==> src/gir_pkg.sv <==
// Package holding the register map, field layout and reset values of the pin-level block.
package gir_pkg;

  // Pin organisation: banks of sixteen pins, banks paired into one 32-bit word.
  localparam int unsigned PIN_COUNT     = 104;
  localparam int unsigned BANK_WIDTH    = 16;
  localparam int unsigned WORD_COUNT    = 4;
  localparam int unsigned LAST_WORD_PINS = 8;

  // Field positions inside each paired word.
  localparam int unsigned EVEN_BANK_LSB = 0;
  localparam int unsigned ODD_BANK_LSB  = 16;

  // Bus widths.
  localparam int unsigned ADDR_WIDTH    = 5;
  localparam int unsigned DATA_WIDTH    = 32;
  localparam int unsigned BE_WIDTH      = 4;

  // Byte offsets of the registers.
  localparam logic [ADDR_WIDTH-1:0] BANK01_PIN_LEVELS_OFS      = 5'h00;
  localparam logic [ADDR_WIDTH-1:0] BANK23_PIN_LEVELS_OFS      = 5'h04;
  localparam logic [ADDR_WIDTH-1:0] BANK45_PIN_LEVELS_OFS      = 5'h08;
  localparam logic [ADDR_WIDTH-1:0] BANK6_PIN_LEVELS_OFS       = 5'h0C;
  localparam logic [ADDR_WIDTH-1:0] BANK01_RISE_ENABLE_SET_OFS = 5'h10;
  localparam logic [ADDR_WIDTH-1:0] BANK23_RISE_ENABLE_SET_OFS = 5'h14;
  localparam logic [ADDR_WIDTH-1:0] BANK45_RISE_ENABLE_SET_OFS = 5'h18;
  localparam logic [ADDR_WIDTH-1:0] BANK6_RISE_ENABLE_SET_OFS  = 5'h1C;

  // Reset values.
  localparam logic [DATA_WIDTH-1:0] RISE_ENABLE_RESET = 32'h00000000;
  localparam logic [DATA_WIDTH-1:0] READ_DATA_RESET   = 32'h00000000;
  localparam logic [DATA_WIDTH-1:0] UNMAPPED_READ     = 32'h00000000;
  localparam logic                  SYNC_RESET        = 1'h0;

  // Bus answer states.
  typedef enum logic {GIR_IDLE, GIR_ANSWER} gir_bus_state_t;

endpackage : gir_pkg

==> src/gir_pin_sync.sv <==
// Three-stage pin synchroniser whose output follows only once stages two and three agree.
`timescale 1ns/10ps
`default_nettype none
module gir_pin_sync
  import gir_pkg::*;
#(
  parameter int unsigned WIDTH = 16
)
(
  // Clock and reset.
  input  wire logic             sys_clk,
  input  wire logic             rst,
  // Pins and synchronised levels.
  input  wire logic [WIDTH-1:0] pinIn,
  output logic      [WIDTH-1:0] pinLevel
);

  logic [WIDTH-1:0] stage1_reg;
  logic [WIDTH-1:0] stage2_reg;
  logic [WIDTH-1:0] stage3_reg;
  logic [WIDTH-1:0] level_reg;
  logic [WIDTH-1:0] level_next;

  // A bit moves only when the two settled stages agree, which rejects a one-cycle glitch.
  always_comb
  begin
    level_next = level_reg;
    for (int i = 0; i < WIDTH; i++)
    begin
      if (stage2_reg[i] == stage3_reg[i])
      begin
        level_next[i] = stage3_reg[i];
      end
    end
  end

  always_ff @(posedge sys_clk or posedge rst)
  begin
    if (rst)
    begin
      stage1_reg <= {WIDTH{SYNC_RESET}};
      stage2_reg <= {WIDTH{SYNC_RESET}};
      stage3_reg <= {WIDTH{SYNC_RESET}};
      level_reg  <= {WIDTH{SYNC_RESET}};
    end
    else
    begin
      stage1_reg <= pinIn;
      stage2_reg <= stage1_reg;
      stage3_reg <= stage2_reg;
      level_reg  <= level_next;
    end
  end

  assign pinLevel = level_reg;

endmodule : gir_pin_sync
`default_nettype wire

==> src/gir_rise_enable.sv <==
// One word of write-one-to-set rising-edge enables; the set mask arrives already gated by byte lane.
`timescale 1ns/10ps
`default_nettype none
module gir_rise_enable
  import gir_pkg::*;
#(
  parameter int unsigned WIDTH = 32
)
(
  // Clock and reset.
  input  wire logic                  sys_clk,
  input  wire logic                  rst,
  // Set request from the bus.
  input  wire logic                  setStrobe,
  input  wire logic [WIDTH-1:0]      setMask,
  // Enable state.
  output logic      [WIDTH-1:0]      riseEnable
);

  logic [WIDTH-1:0] enable_reg;
  logic [WIDTH-1:0] enable_next;

  // Ones in the mask arm pins; zeros leave them as they were.
  always_comb
  begin
    enable_next = enable_reg;
    if (setStrobe)
    begin
      enable_next = enable_reg | setMask;
    end
  end

  always_ff @(posedge sys_clk or posedge rst)
  begin
    if (rst)
    begin
      enable_reg <= RISE_ENABLE_RESET[WIDTH-1:0];
    end
    else
    begin
      enable_reg <= enable_next;
    end
  end

  assign riseEnable = enable_reg;

endmodule : gir_rise_enable
`default_nettype wire

==> src/gir_pin_levels.sv <==
// Top of the pin-level readback and rising-edge enable block, with its Avalon-MM slave.
//
// Contract
// - Bits 31-16 of each level word show the odd bank's pins.
// - Bits 15-0 of each level word show the even bank's pins.
// - A level bit reads 1 for a high pin and 0 for low.
// - Per-pin set registers let software enable rising-edge interrupts.
// - Writing 1 arms a pin's rising enable; writing 0 changes nothing.
// - Bits 31-16 of each rise-set word configure the odd bank.
// - Bits 15-0 of each rise-set word configure the even bank.
// - Reading a rise-set bit returns the pin's enable state, not last write.
// - An input pin's level bit shows the synchronised pin level.
// - An output pin's level bit shows the value being driven.
`timescale 1ns/10ps
`default_nettype none
module gir_pin_levels
  import gir_pkg::*;
(
  // Clock and reset.
  input  wire logic                            sys_clk,
  input  wire logic                            rst,
  // Avalon-MM slave.
  input  wire logic [gir_pkg::ADDR_WIDTH-1:0]  avs_address,
  input  wire logic                            avs_read,
  input  wire logic                            avs_write,
  input  wire logic [gir_pkg::DATA_WIDTH-1:0]  avs_writedata,
  input  wire logic [gir_pkg::BE_WIDTH-1:0]    avs_byteenable,
  output logic      [gir_pkg::DATA_WIDTH-1:0]  avs_readdata,
  output logic                                 avs_waitrequest,
  // Pins and the direction and output logic beside this block.
  input  wire logic [gir_pkg::PIN_COUNT-1:0]   pinIn,
  input  wire logic [gir_pkg::PIN_COUNT-1:0]   pinDirection,
  input  wire logic [gir_pkg::PIN_COUNT-1:0]   pinDriveValue,
  // Rising-edge enables for the edge detector.
  output logic      [gir_pkg::PIN_COUNT-1:0]   riseEnable
);

  // Two banks to a word, so the padded vector spans every word in full.
  localparam int unsigned PADDED_PINS = WORD_COUNT * DATA_WIDTH;

  logic [PIN_COUNT-1:0]         syncLevel;
  logic [PIN_COUNT-1:0]         pinLevel;
  logic [PADDED_PINS-1:0]       levelPadded;
  logic [PADDED_PINS-1:0]       enablePadded;
  logic [DATA_WIDTH-1:0]        levelWord  [WORD_COUNT];
  logic [DATA_WIDTH-1:0]        enableWord [WORD_COUNT];
  logic [DATA_WIDTH-1:0]        laneMask;
  logic [WORD_COUNT-1:0]        setStrobe;
  logic [DATA_WIDTH-1:0]        readValue;
  logic                         readHit;
  gir_bus_state_t               state_reg;
  gir_bus_state_t               state_next;
  logic [DATA_WIDTH-1:0]        readdata_reg;
  logic [DATA_WIDTH-1:0]        readdata_next;

  // Every pin is synchronised, even when driven, so a direction flip reads cleanly.
  gir_pin_sync #(
    .WIDTH    (PIN_COUNT)
  ) u_sync (
    .sys_clk  (sys_clk),
    .rst      (rst),
    .pinIn    (pinIn),
    .pinLevel (syncLevel)
  );

  // Direction bit 1 is an input; outputs read back their drive value.
  always_comb
  begin
    for (int i = 0; i < PIN_COUNT; i++)
    begin
      if (pinDirection[i])
      begin
        pinLevel[i] = syncLevel[i];
      end
      else
      begin
        pinLevel[i] = pinDriveValue[i];
      end
    end
  end

  // Pins beyond the last bank read as zero in the upper part of the last word.
  assign levelPadded  = {{(PADDED_PINS-PIN_COUNT){1'b0}}, pinLevel};
  assign enablePadded = {{(PADDED_PINS-PIN_COUNT){1'b0}}, riseEnable};

  // Each word holds the even bank low and the odd bank high.
  genvar w;
  generate
    for (w = 0; w < WORD_COUNT; w++)
    begin : g_word
      assign levelWord[w][EVEN_BANK_LSB +: BANK_WIDTH] =
        levelPadded[(2*w)*BANK_WIDTH +: BANK_WIDTH];
      assign levelWord[w][ODD_BANK_LSB +: BANK_WIDTH] =
        levelPadded[(2*w+1)*BANK_WIDTH +: BANK_WIDTH];
      assign enableWord[w][EVEN_BANK_LSB +: BANK_WIDTH] =
        enablePadded[(2*w)*BANK_WIDTH +: BANK_WIDTH];
      assign enableWord[w][ODD_BANK_LSB +: BANK_WIDTH] =
        enablePadded[(2*w+1)*BANK_WIDTH +: BANK_WIDTH];
    end
  endgenerate

  // Byte enables gate which lanes of a set write may arm pins.
  always_comb
  begin
    for (int b = 0; b < BE_WIDTH; b++)
    begin
      laneMask[b*8 +: 8] = avs_writedata[b*8 +: 8] & {8{avs_byteenable[b]}};
    end
  end

  // A write takes effect only at the edge where waitrequest is low.
  always_comb
  begin
    setStrobe = '0;
    if ((state_reg == GIR_ANSWER) && avs_write)
    begin
      if (avs_address == BANK01_RISE_ENABLE_SET_OFS)
      begin
        setStrobe[0] = 1'b1;
      end
      else if (avs_address == BANK23_RISE_ENABLE_SET_OFS)
      begin
        setStrobe[1] = 1'b1;
      end
      else if (avs_address == BANK45_RISE_ENABLE_SET_OFS)
      begin
        setStrobe[2] = 1'b1;
      end
      else if (avs_address == BANK6_RISE_ENABLE_SET_OFS)
      begin
        setStrobe[3] = 1'b1;
      end
    end
  end

  // Three full words of enables; the last word only covers its real pins.
  gir_rise_enable #(
    .WIDTH      (DATA_WIDTH)
  ) u_en01 (
    .sys_clk    (sys_clk),
    .rst        (rst),
    .setStrobe  (setStrobe[0]),
    .setMask    (laneMask),
    .riseEnable (riseEnable[0 +: DATA_WIDTH])
  );

  gir_rise_enable #(
    .WIDTH      (DATA_WIDTH)
  ) u_en23 (
    .sys_clk    (sys_clk),
    .rst        (rst),
    .setStrobe  (setStrobe[1]),
    .setMask    (laneMask),
    .riseEnable (riseEnable[DATA_WIDTH +: DATA_WIDTH])
  );

  gir_rise_enable #(
    .WIDTH      (DATA_WIDTH)
  ) u_en45 (
    .sys_clk    (sys_clk),
    .rst        (rst),
    .setStrobe  (setStrobe[2]),
    .setMask    (laneMask),
    .riseEnable (riseEnable[2*DATA_WIDTH +: DATA_WIDTH])
  );

  gir_rise_enable #(
    .WIDTH      (LAST_WORD_PINS)
  ) u_en6 (
    .sys_clk    (sys_clk),
    .rst        (rst),
    .setStrobe  (setStrobe[3]),
    .setMask    (laneMask[LAST_WORD_PINS-1:0]),
    .riseEnable (riseEnable[3*DATA_WIDTH +: LAST_WORD_PINS])
  );

  // Read decode; unmapped offsets answer with zero.
  always_comb
  begin
    readHit   = 1'b1;
    readValue = UNMAPPED_READ;
    if (avs_address == BANK01_PIN_LEVELS_OFS)
    begin
      readValue = levelWord[0];
    end
    else if (avs_address == BANK23_PIN_LEVELS_OFS)
    begin
      readValue = levelWord[1];
    end
    else if (avs_address == BANK45_PIN_LEVELS_OFS)
    begin
      readValue = levelWord[2];
    end
    else if (avs_address == BANK6_PIN_LEVELS_OFS)
    begin
      readValue = levelWord[3];
    end
    else if (avs_address == BANK01_RISE_ENABLE_SET_OFS)
    begin
      readValue = enableWord[0];
    end
    else if (avs_address == BANK23_RISE_ENABLE_SET_OFS)
    begin
      readValue = enableWord[1];
    end
    else if (avs_address == BANK45_RISE_ENABLE_SET_OFS)
    begin
      readValue = enableWord[2];
    end
    else if (avs_address == BANK6_RISE_ENABLE_SET_OFS)
    begin
      readValue = enableWord[3];
    end
    else
    begin
      readHit = 1'b0;
    end
  end

  // Every access takes one wait cycle, which lets read data come from a register.
  always_comb
  begin
    state_next    = state_reg;
    readdata_next = readdata_reg;
    case (state_reg)
      GIR_IDLE:
      begin
        if (avs_read || avs_write)
        begin
          state_next = GIR_ANSWER;
        end
        if (avs_read)
        begin
          readdata_next = readHit ? readValue : UNMAPPED_READ;
        end
      end
      GIR_ANSWER:
      begin
        state_next = GIR_IDLE;
      end
      default:
      begin
        state_next = GIR_IDLE;
      end
    endcase
  end

  always_ff @(posedge sys_clk or posedge rst)
  begin
    if (rst)
    begin
      state_reg    <= GIR_IDLE;
      readdata_reg <= READ_DATA_RESET;
    end
    else
    begin
      state_reg    <= state_next;
      readdata_reg <= readdata_next;
    end
  end

  assign avs_waitrequest = (state_reg != GIR_ANSWER);
  assign avs_readdata    = readdata_reg;

endmodule : gir_pin_levels
`default_nettype wire

==> config.mk <==
export PLATFORM = sky130hd
export DESIGN_NAME = gir_pin_levels
export DESIGN_NICKNAME = d
export VERILOG_FILES = /design/src/gir_pkg.sv /design/src/gir_pin_sync.sv /design/src/gir_rise_enable.sv /design/src/gir_pin_levels.sv
export SDC_FILE = /design/constraint.sdc
export NUM_CORES = 1
export LEC_CHECK = 0
export BUFFER_PORTS_ARGS = -buffer_cell sky130_fd_sc_hd__buf_2
export CAP_MARGIN = 0
export CELL_PAD_IN_SITES_DETAIL_PLACEMENT = 0
export CELL_PAD_IN_SITES_GLOBAL_PLACEMENT = 1
export CORE_MARGIN = 1.5
export CORE_UTILIZATION = 25
export DETAILED_ROUTE_END_ITERATION = 8
export PLACE_DENSITY = 0.49
export SLEW_MARGIN = 20
export SYNTH_ARGS = -nofsm -noshare
export SYNTH_HDL_FRONTEND = slang
export SYNTH_SLANG_ARGS = --single-unit
==> constraint.sdc <==
create_clock -name sys_clk -period 51.5 [get_ports sys_clk]
set_input_delay 10.3 -clock sys_clk [delete_from_list [all_inputs] [get_ports sys_clk]]
set_output_delay 10.3 -clock sys_clk [all_outputs]
set_load 0.01 [all_outputs]
==> results of run 1 <==
-- final cells by class --
| class | instances | area (um^2) | area share |
|---|---|---|---|
| antenna | 3 | 7.51 | 0.000301 |
| clock buffer | 90 | 1830 | 0.0733 |
| clock inverter | 19 | 200 | 0.00804 |
| inverter | 30 | 120 | 0.00482 |
| multi-input combinational | 604 | 5030 | 0.202 |
| sequential | 553 | 13800 | 0.556 |
| tap | 1030 | 1290 | 0.0517 |
| timing repair buffer | 508 | 2600 | 0.104 |
-- logic make-up after synthesis --
family / after synthesis / share of synthesized area
DFF: 553 / 0.718
AOI/OAI and AO/OA: 304 / 0.120
muxes: 114 / 0.0627
adders and majority gates: 104 / 0.0540
buffers and inverters: 89 / 0.0225
and+or+nand+nor: 82 / 0.0223
-- critical path, delay by kind of cell --
family	cells	cell delay [ns]
compound gates	1	0.19
buf+inv	2	0.81
simple gates	3	2.01
-- routing by layer --
layer  track usage  share of wire  vias to the layer above
met1         0.198           0.42                     6219
met3        0.0535          0.084                      110
met2         0.249           0.47                      362
met5             0         0.0028                        -
met4        0.0460          0.024                       24
li1              -              -                     5567
-- per-stage QoR --
step	worst slack, ns	instance area (um^2)
after floorplan	25.74	19300
after global placement	38.05	22900
after detailed placement	37.95	22900
after CTS	38.62	24900
after global routing	38.49	24900
final	38.72	24900
-- power by group through the flow --
stage | clock network (uW) | registers (uW) | logic, uW
after floorplan | 0 | 486 | 39.0
after global placement | 0 | 487 | 83.3
after detailed placement | 0 | 488 | 84.2
after CTS | 453 | 480 | 84.5
after global routing | 471 | 483 | 90.7
final | 436 | 480 | 82.0
-- synthesized netlist by cell type, types with 6 or more instances --
cell type / n / area (um^2)
a21oi_1: 100 / 500
a221oi_1: 6 / 52.6
a22o_1: 24 / 210
a31o_2: 108 / 946
a31oi_1: 6 / 37.5
buf_2: 17 / 85.1
buf_6: 10 / 113
clkbuf_1: 31 / 116
dfrtp_1: 553 / 13800
inv_1: 30 / 113
maj3_1: 104 / 1040
mux2_2: 44 / 495
mux2i_1: 69 / 691
nand2_1: 24 / 90.1
nand3_1: 8 / 40.0
nor2_1: 13 / 48.8
nor2b_1: 23 / 144
o211ai_2: 20 / 250
o21ai_0: 7 / 35.0
o221ai_1: 22 / 193
-- final timing paths --
check / start / to / cells past startpoint
worst max-delay path: avs_address[4] / u_en23.riseEnable[19] / 6
worst min-delay path: u_sync.stage1_reg[41] / u_sync.stage2_reg[41] / 0
worst max register to register: state_reg / u_en23.riseEnable[19] / 4
worst min register to register: u_sync.stage1_reg[41] / u_sync.stage2_reg[41] / 0
max in group asynchronous: rst / u_sync.stage3_reg[95] / 4
min in group asynchronous: rst / u_sync.stage1_reg[73] / 2
-- layout by cell type (no fill, tap or decap), types with 3 or more instances in the layout --
cell type,instances
clkinv_2,9
nand3_1,7
nor2_1,11
a21oi_1,100
o21ai_0,7
mux2i_1,69
clkbuf_8,17
o221ai_1,22
dfrtp_1,553
diode_2,3
o211ai_1,4
clkinvlp_4,3
clkbuf_1,11
a31oi_1,6
a31o_2,108
nand2_1,23
nor2b_1,23
o211ai_2,20
nand2b_1,3
inv_1,29
a22o_1,24
mux2_2,44
buf_4,13
clkbuf_16,62
a221oi_1,6
maj3_1,104
buf_2,492
bufinv_16,3
==> metrics.yaml, run 1 <==
global_route:
  antenna_found_initial: 19
  grt.overflow.total: 0
  grt_max_degree: 163
  grt_pass1_vias: 13300
  grt_pass1_wl_um: 90100
  grt_use_total: 0.156
setup_path:
  r2r_slack_ns: 49.29
  cp_max_fo: 28
  critPathMaxStageDelay_ns: 0.89
  cp_slowest_cell: "nor3b_4"
  cp_data_required_time_ns: 52.05
  critPathLaunchType: "primary input"
  critPathArrivalTime_ns: 13.33
  path_cells: "buf_2, and2_2, nand3_1, nor3b_4, buf_4, a31o_2"
  worst-setup-path-type: "in2reg"
  cp-end-kind: "flop"
floorplanning:
  io_pins: 494
  start_util: 0.253
  core-area_um2: 76100
  fp.dieH_um: 281
  dieArea_um2: 78700
  std_cell_rows: 101
  die_x_um: 281
synth:
  synth-edff-count: 0
  seq_area_frac_synth: 0.718
  synthFlopType: "dfrtp_1"
  async_reset_ff_frac: 1.00
  mappedNetlistNets: 1603
  synthCells: 1246
  synth_seq_cells: 553
  yosysWarnings: 0
  yosysUniqueCellTypes: 41
  synth_area_um2: 19300
  synth.avg_cell_area_um2: 15.5
sta:
  finalHoldViolCount: 0
  min_period_over_period: 0.248
  tns_ns: 0
  tightest_slew_ns: 1.04
  setup_violations: 0
  layout_min_cycle_time_ns: 12.78
  holdWs_ns: 0.342
  fmax_mhz: 78.2
  rsz0062_at_grt: "false"
  drv_slew: 0
  fin_skew_ns: 0.0251
  relSlewSlack: 0.306
clock_tree:
  cts-root-buf: "clkbuf_16"
  clock_sinks: 553
  cts.repair.resized: 0
  clockBufferDepth: 3
  clock_latency_ns: 0.62
  path_clk_slew_ns: 0.06
  cts_made_buffers: 61
  ctsHoldBuffers: 0
  cts_tree: "built"
  h-tree-depth: 2
  postCtsSetupBuffers: 0
final_layout:
  fin_cells: 2837
  drive_above_1_share: 0.438
  syn_to_final_growth_pct: 29.3
  final_util: 0.327
  fillers: 7714
  nets: 2115
placement:
  place_inst: 2725
  hpwl_um: 44600
  routabilityCongestion: 0.751
  io_buffers: 493
flow_run:
  max_cap_violations: 0
power_and_ir_drop:
  switching_share: 0.239
  cellPowerDensity_nw_per_um2: 40.0
  leakagePower_uw: 0.0117
  seqPwrFrac: 0.481
  clock_power_share: 0.437
  p_switching_uw: 239
  fin_total_pwr_uw: 997
  p_int_uw: 758
  peakVddDrop_v: 0.0000229
  p_comb_frac: 0.082
route:
  initialDrtViolationCount: 606
  first_pass_iters: 4
  wl_per_cell_um: 21.7
  avgViaCountPerCell: 4.33
  route.antenna.remaining_nets: 0
  vias: 12300
  drc_errors: 0
  totalWireLength_um: 61600
run_status:
  outcome: "complete, no violations"
worst_hold_path:
  hold_class: "reg2reg"
Note: power is estimated with default switching activity, not from simulation.
==> run 2: changes to the inputs <==
PLACE_DENSITY = 0.51   (was 0.49)
clock period = 11.07 ns   (was 51.5 ns; I/O delays follow)
==> metrics.yaml, run 2 (synthesis gave the netlist of run 1 again) <==
sta:
  tns_ns: 0  # unchanged
  relSlewSlack: 0.280  # was 0.306
  layout_min_cycle_time_ns: 4.78
  tightest_slew_ns: 1.07  # was 1.04 ns
  rsz0062_at_grt: "false"  # unchanged
  setup_violations: 0  # unchanged
  fin_skew_ns: 0.0233  # was 0.0251 ns
  fmax_mhz: 209
  drv_slew: 0  # unchanged
  finalHoldViolCount: 0  # unchanged
  min_period_over_period: 0.431
clock_tree:
  clock_latency_ns: 0.60  # was 0.62 ns
  cts_made_buffers: 67  # was 61
  clockBufferDepth: 3  # unchanged
  cts-root-buf: "clkbuf_16"  # unchanged
  h-tree-depth: 3  # was 2
  cts_tree: "built"  # unchanged
  cts.repair.resized: 0  # unchanged
  clock_sinks: 553  # unchanged
  postCtsSetupBuffers: 0  # unchanged
  ctsHoldBuffers: 0  # unchanged
  path_clk_slew_ns: 0.06  # about the same
setup_path:
  cp_max_fo: 28  # unchanged
  worstReg2RegStart: "state_reg"  # unchanged
  cp_slowest_cell: "nor3_4"  # was nor3b_4
  r2r_end: "u_en01.riseEnable[10]"  # was u_en23.riseEnable[19]
  critPathLaunchType: "primary input"  # unchanged
  cp.depth: 6  # unchanged
  critPathTopFamily: "simple AND/OR/NAND/NOR gates"  # unchanged
  r2r_cells: 4  # unchanged
  critPathArrivalTime_ns: 5.29  # was 13.33 ns
  critPathMaxStageDelay_ns: 0.92  # was 0.89 ns
  path_cells: "buf_2, and2_2, nand3_1, nor3_4, buf_4, a31o_2"  # was buf_2, and2_2, nand3_1, nor3b_4, buf_4, a31o_2
  cp_data_required_time_ns: 11.58  # was 52.05 ns
  cp-end-kind: "flop"  # unchanged
  worst-setup-path-type: "in2reg"  # unchanged
  path_buf_inv: 2  # unchanged
  r2r_slack_ns: 8.88  # was 49.29 ns
worst_hold_path:
  worstHoldPathCells: 0  # unchanged
  holdPathEnd: "u_sync.stage2_reg[51]"  # was u_sync.stage2_reg[41]
  hp-start: "u_sync.stage1_reg[51]"  # was u_sync.stage1_reg[41]
  hold_class: "reg2reg"  # unchanged
floorplanning:
  die_x_um: 281  # unchanged
  io_pins: 494  # unchanged
  fp.dieH_um: 281  # unchanged
  start_util: 0.253  # unchanged
  std_cell_rows: 101  # unchanged
  dieArea_um2: 78700  # unchanged
  core-area_um2: 76100  # unchanged
placement:
  io_buffers: 493  # unchanged
  routabilityCongestion: 0.775  # was 0.751
  hpwl_um: 43400  # was 44600 um
final_layout:
  nets: 2121  # was 2115
  mostFrequentLayoutCell: "dfrtp_1"  # unchanged
  drive_above_1_share: 0.440  # was 0.438
  multi_input_area_um2: 5030  # unchanged
  layout_common_cells: "553 x dfrtp_1, 492 x buf_2, 108 x a31o_2"  # unchanged
  syn_to_final_growth_pct: 30.9  # was 29.3%
  regArea_um2: 13800  # unchanged
  fillers: 7656  # was 7714
  final_util: 0.331  # was 0.327
route:
  initialDrtViolationCount: 598  # was 606
  drc_errors: 0  # unchanged
  totalWireLength_um: 61300  # was 61600 um
  vias: 12400  # was 12300
  wl_per_cell_um: 21.5  # was 21.7 um
  first_pass_iters: 5  # was 4
  avgViaCountPerCell: 4.34  # was 4.33
  route.antenna.remaining_nets: 0  # unchanged
flow_run:
  max_cap_violations: 0  # unchanged
power_and_ir_drop:
  peakVddDrop_v: 0.000133  # was 0.0000229 V
  leakagePower_uw: 0.0119  # was 0.0117 uW
  cellPowerDensity_nw_per_um2: 195  # was 40.0 nW/um^2
global_route:
  grt_pass1_vias: 13500  # was 13300
  grt_use_total: 0.155  # was 0.156
  grt_max_degree: 172  # was 163
  grt.overflow.total: 0  # unchanged
  grt_pass1_wl_um: 90000  # was 90100 um
  antenna_found_initial: 13  # was 19
run_status:
  outcome: "complete, no violations"  # unchanged
[run 2: power by group]
group	switching (uW)	internal [uW]	leakage [uW]	total [uW]
registers	77.5	2150	0.00673	2230
logic	211	170	0.00402	382
clock network	878	1410	0.00113	2290
[run 2: area by class of cell]
type / count / share of cell area
flip-flops and latches: 553 / 0.549
multi-input cells: 604 / 0.199
repair buffers: 508 / 0.104
clock buffers: 90 / 0.0748
well taps: 1030 / 0.0511
clock inverters: 29 / 0.0167
inverters: 30 / 0.00462
diodes: 8 / 0.000794
[run 2: worst max path at each step]
stage | start | to | slack (ns)
global placement | avs_address[4] | u_en01.riseEnable[21] | 5.75
global route | avs_address[4] | u_en01.riseEnable[18] | 6.11
finish | avs_address[4] | u_en01.riseEnable[10] | 6.29
CTS | avs_address[4] | u_en01.riseEnable[10] | 6.21
detailed placement | avs_address[4] | u_en01.riseEnable[10] | 5.59
floorplan | rst | avs_readdata[0] | 1.33
[run 2: worst reg2reg max path, delay by kind of cell (launching register included)]
kind                   cells  cell delay, ns
and+or+nand+nor            2            1.19
buffers and inverters      1            0.39
AOI/OAI and AO/OA          1            0.19
DFF                        1            0.36
[run 2: stage by stage]
stage | std cells | cell area [um^2] | power [uW] | hold WS (ns) | worst slack [ns]
global route | 2846 | 25200 | 5120 | 0.349 | 6.11
finish | 2852 | 25200 | 4900 | 0.338 | 6.29
CTS | 2844 | 25200 | 5000 | 0.342 | 6.21
detailed placement | 2725 | 22900 | 2660 | 0.335 | 5.59
global placement | 2725 | 22900 | 2650 | 0.332 | 5.75
floorplan | 1246 | 19300 | 2440 | 0.331 | 1.33
[run 2: routing by layer]
| metal | track usage | vias to the layer above | wire length, um |
|---|---|---|---|
| met5 | 0 | - | 97 |
| met4 | 0.0517 | 16 | 1800 |
| met3 | 0.0557 | 107 | 5080 |
| met2 | 0.242 | 417 | 28000 |
| met1 | 0.199 | 6245 | 26300 |
| li1 | - | 5592 | - |
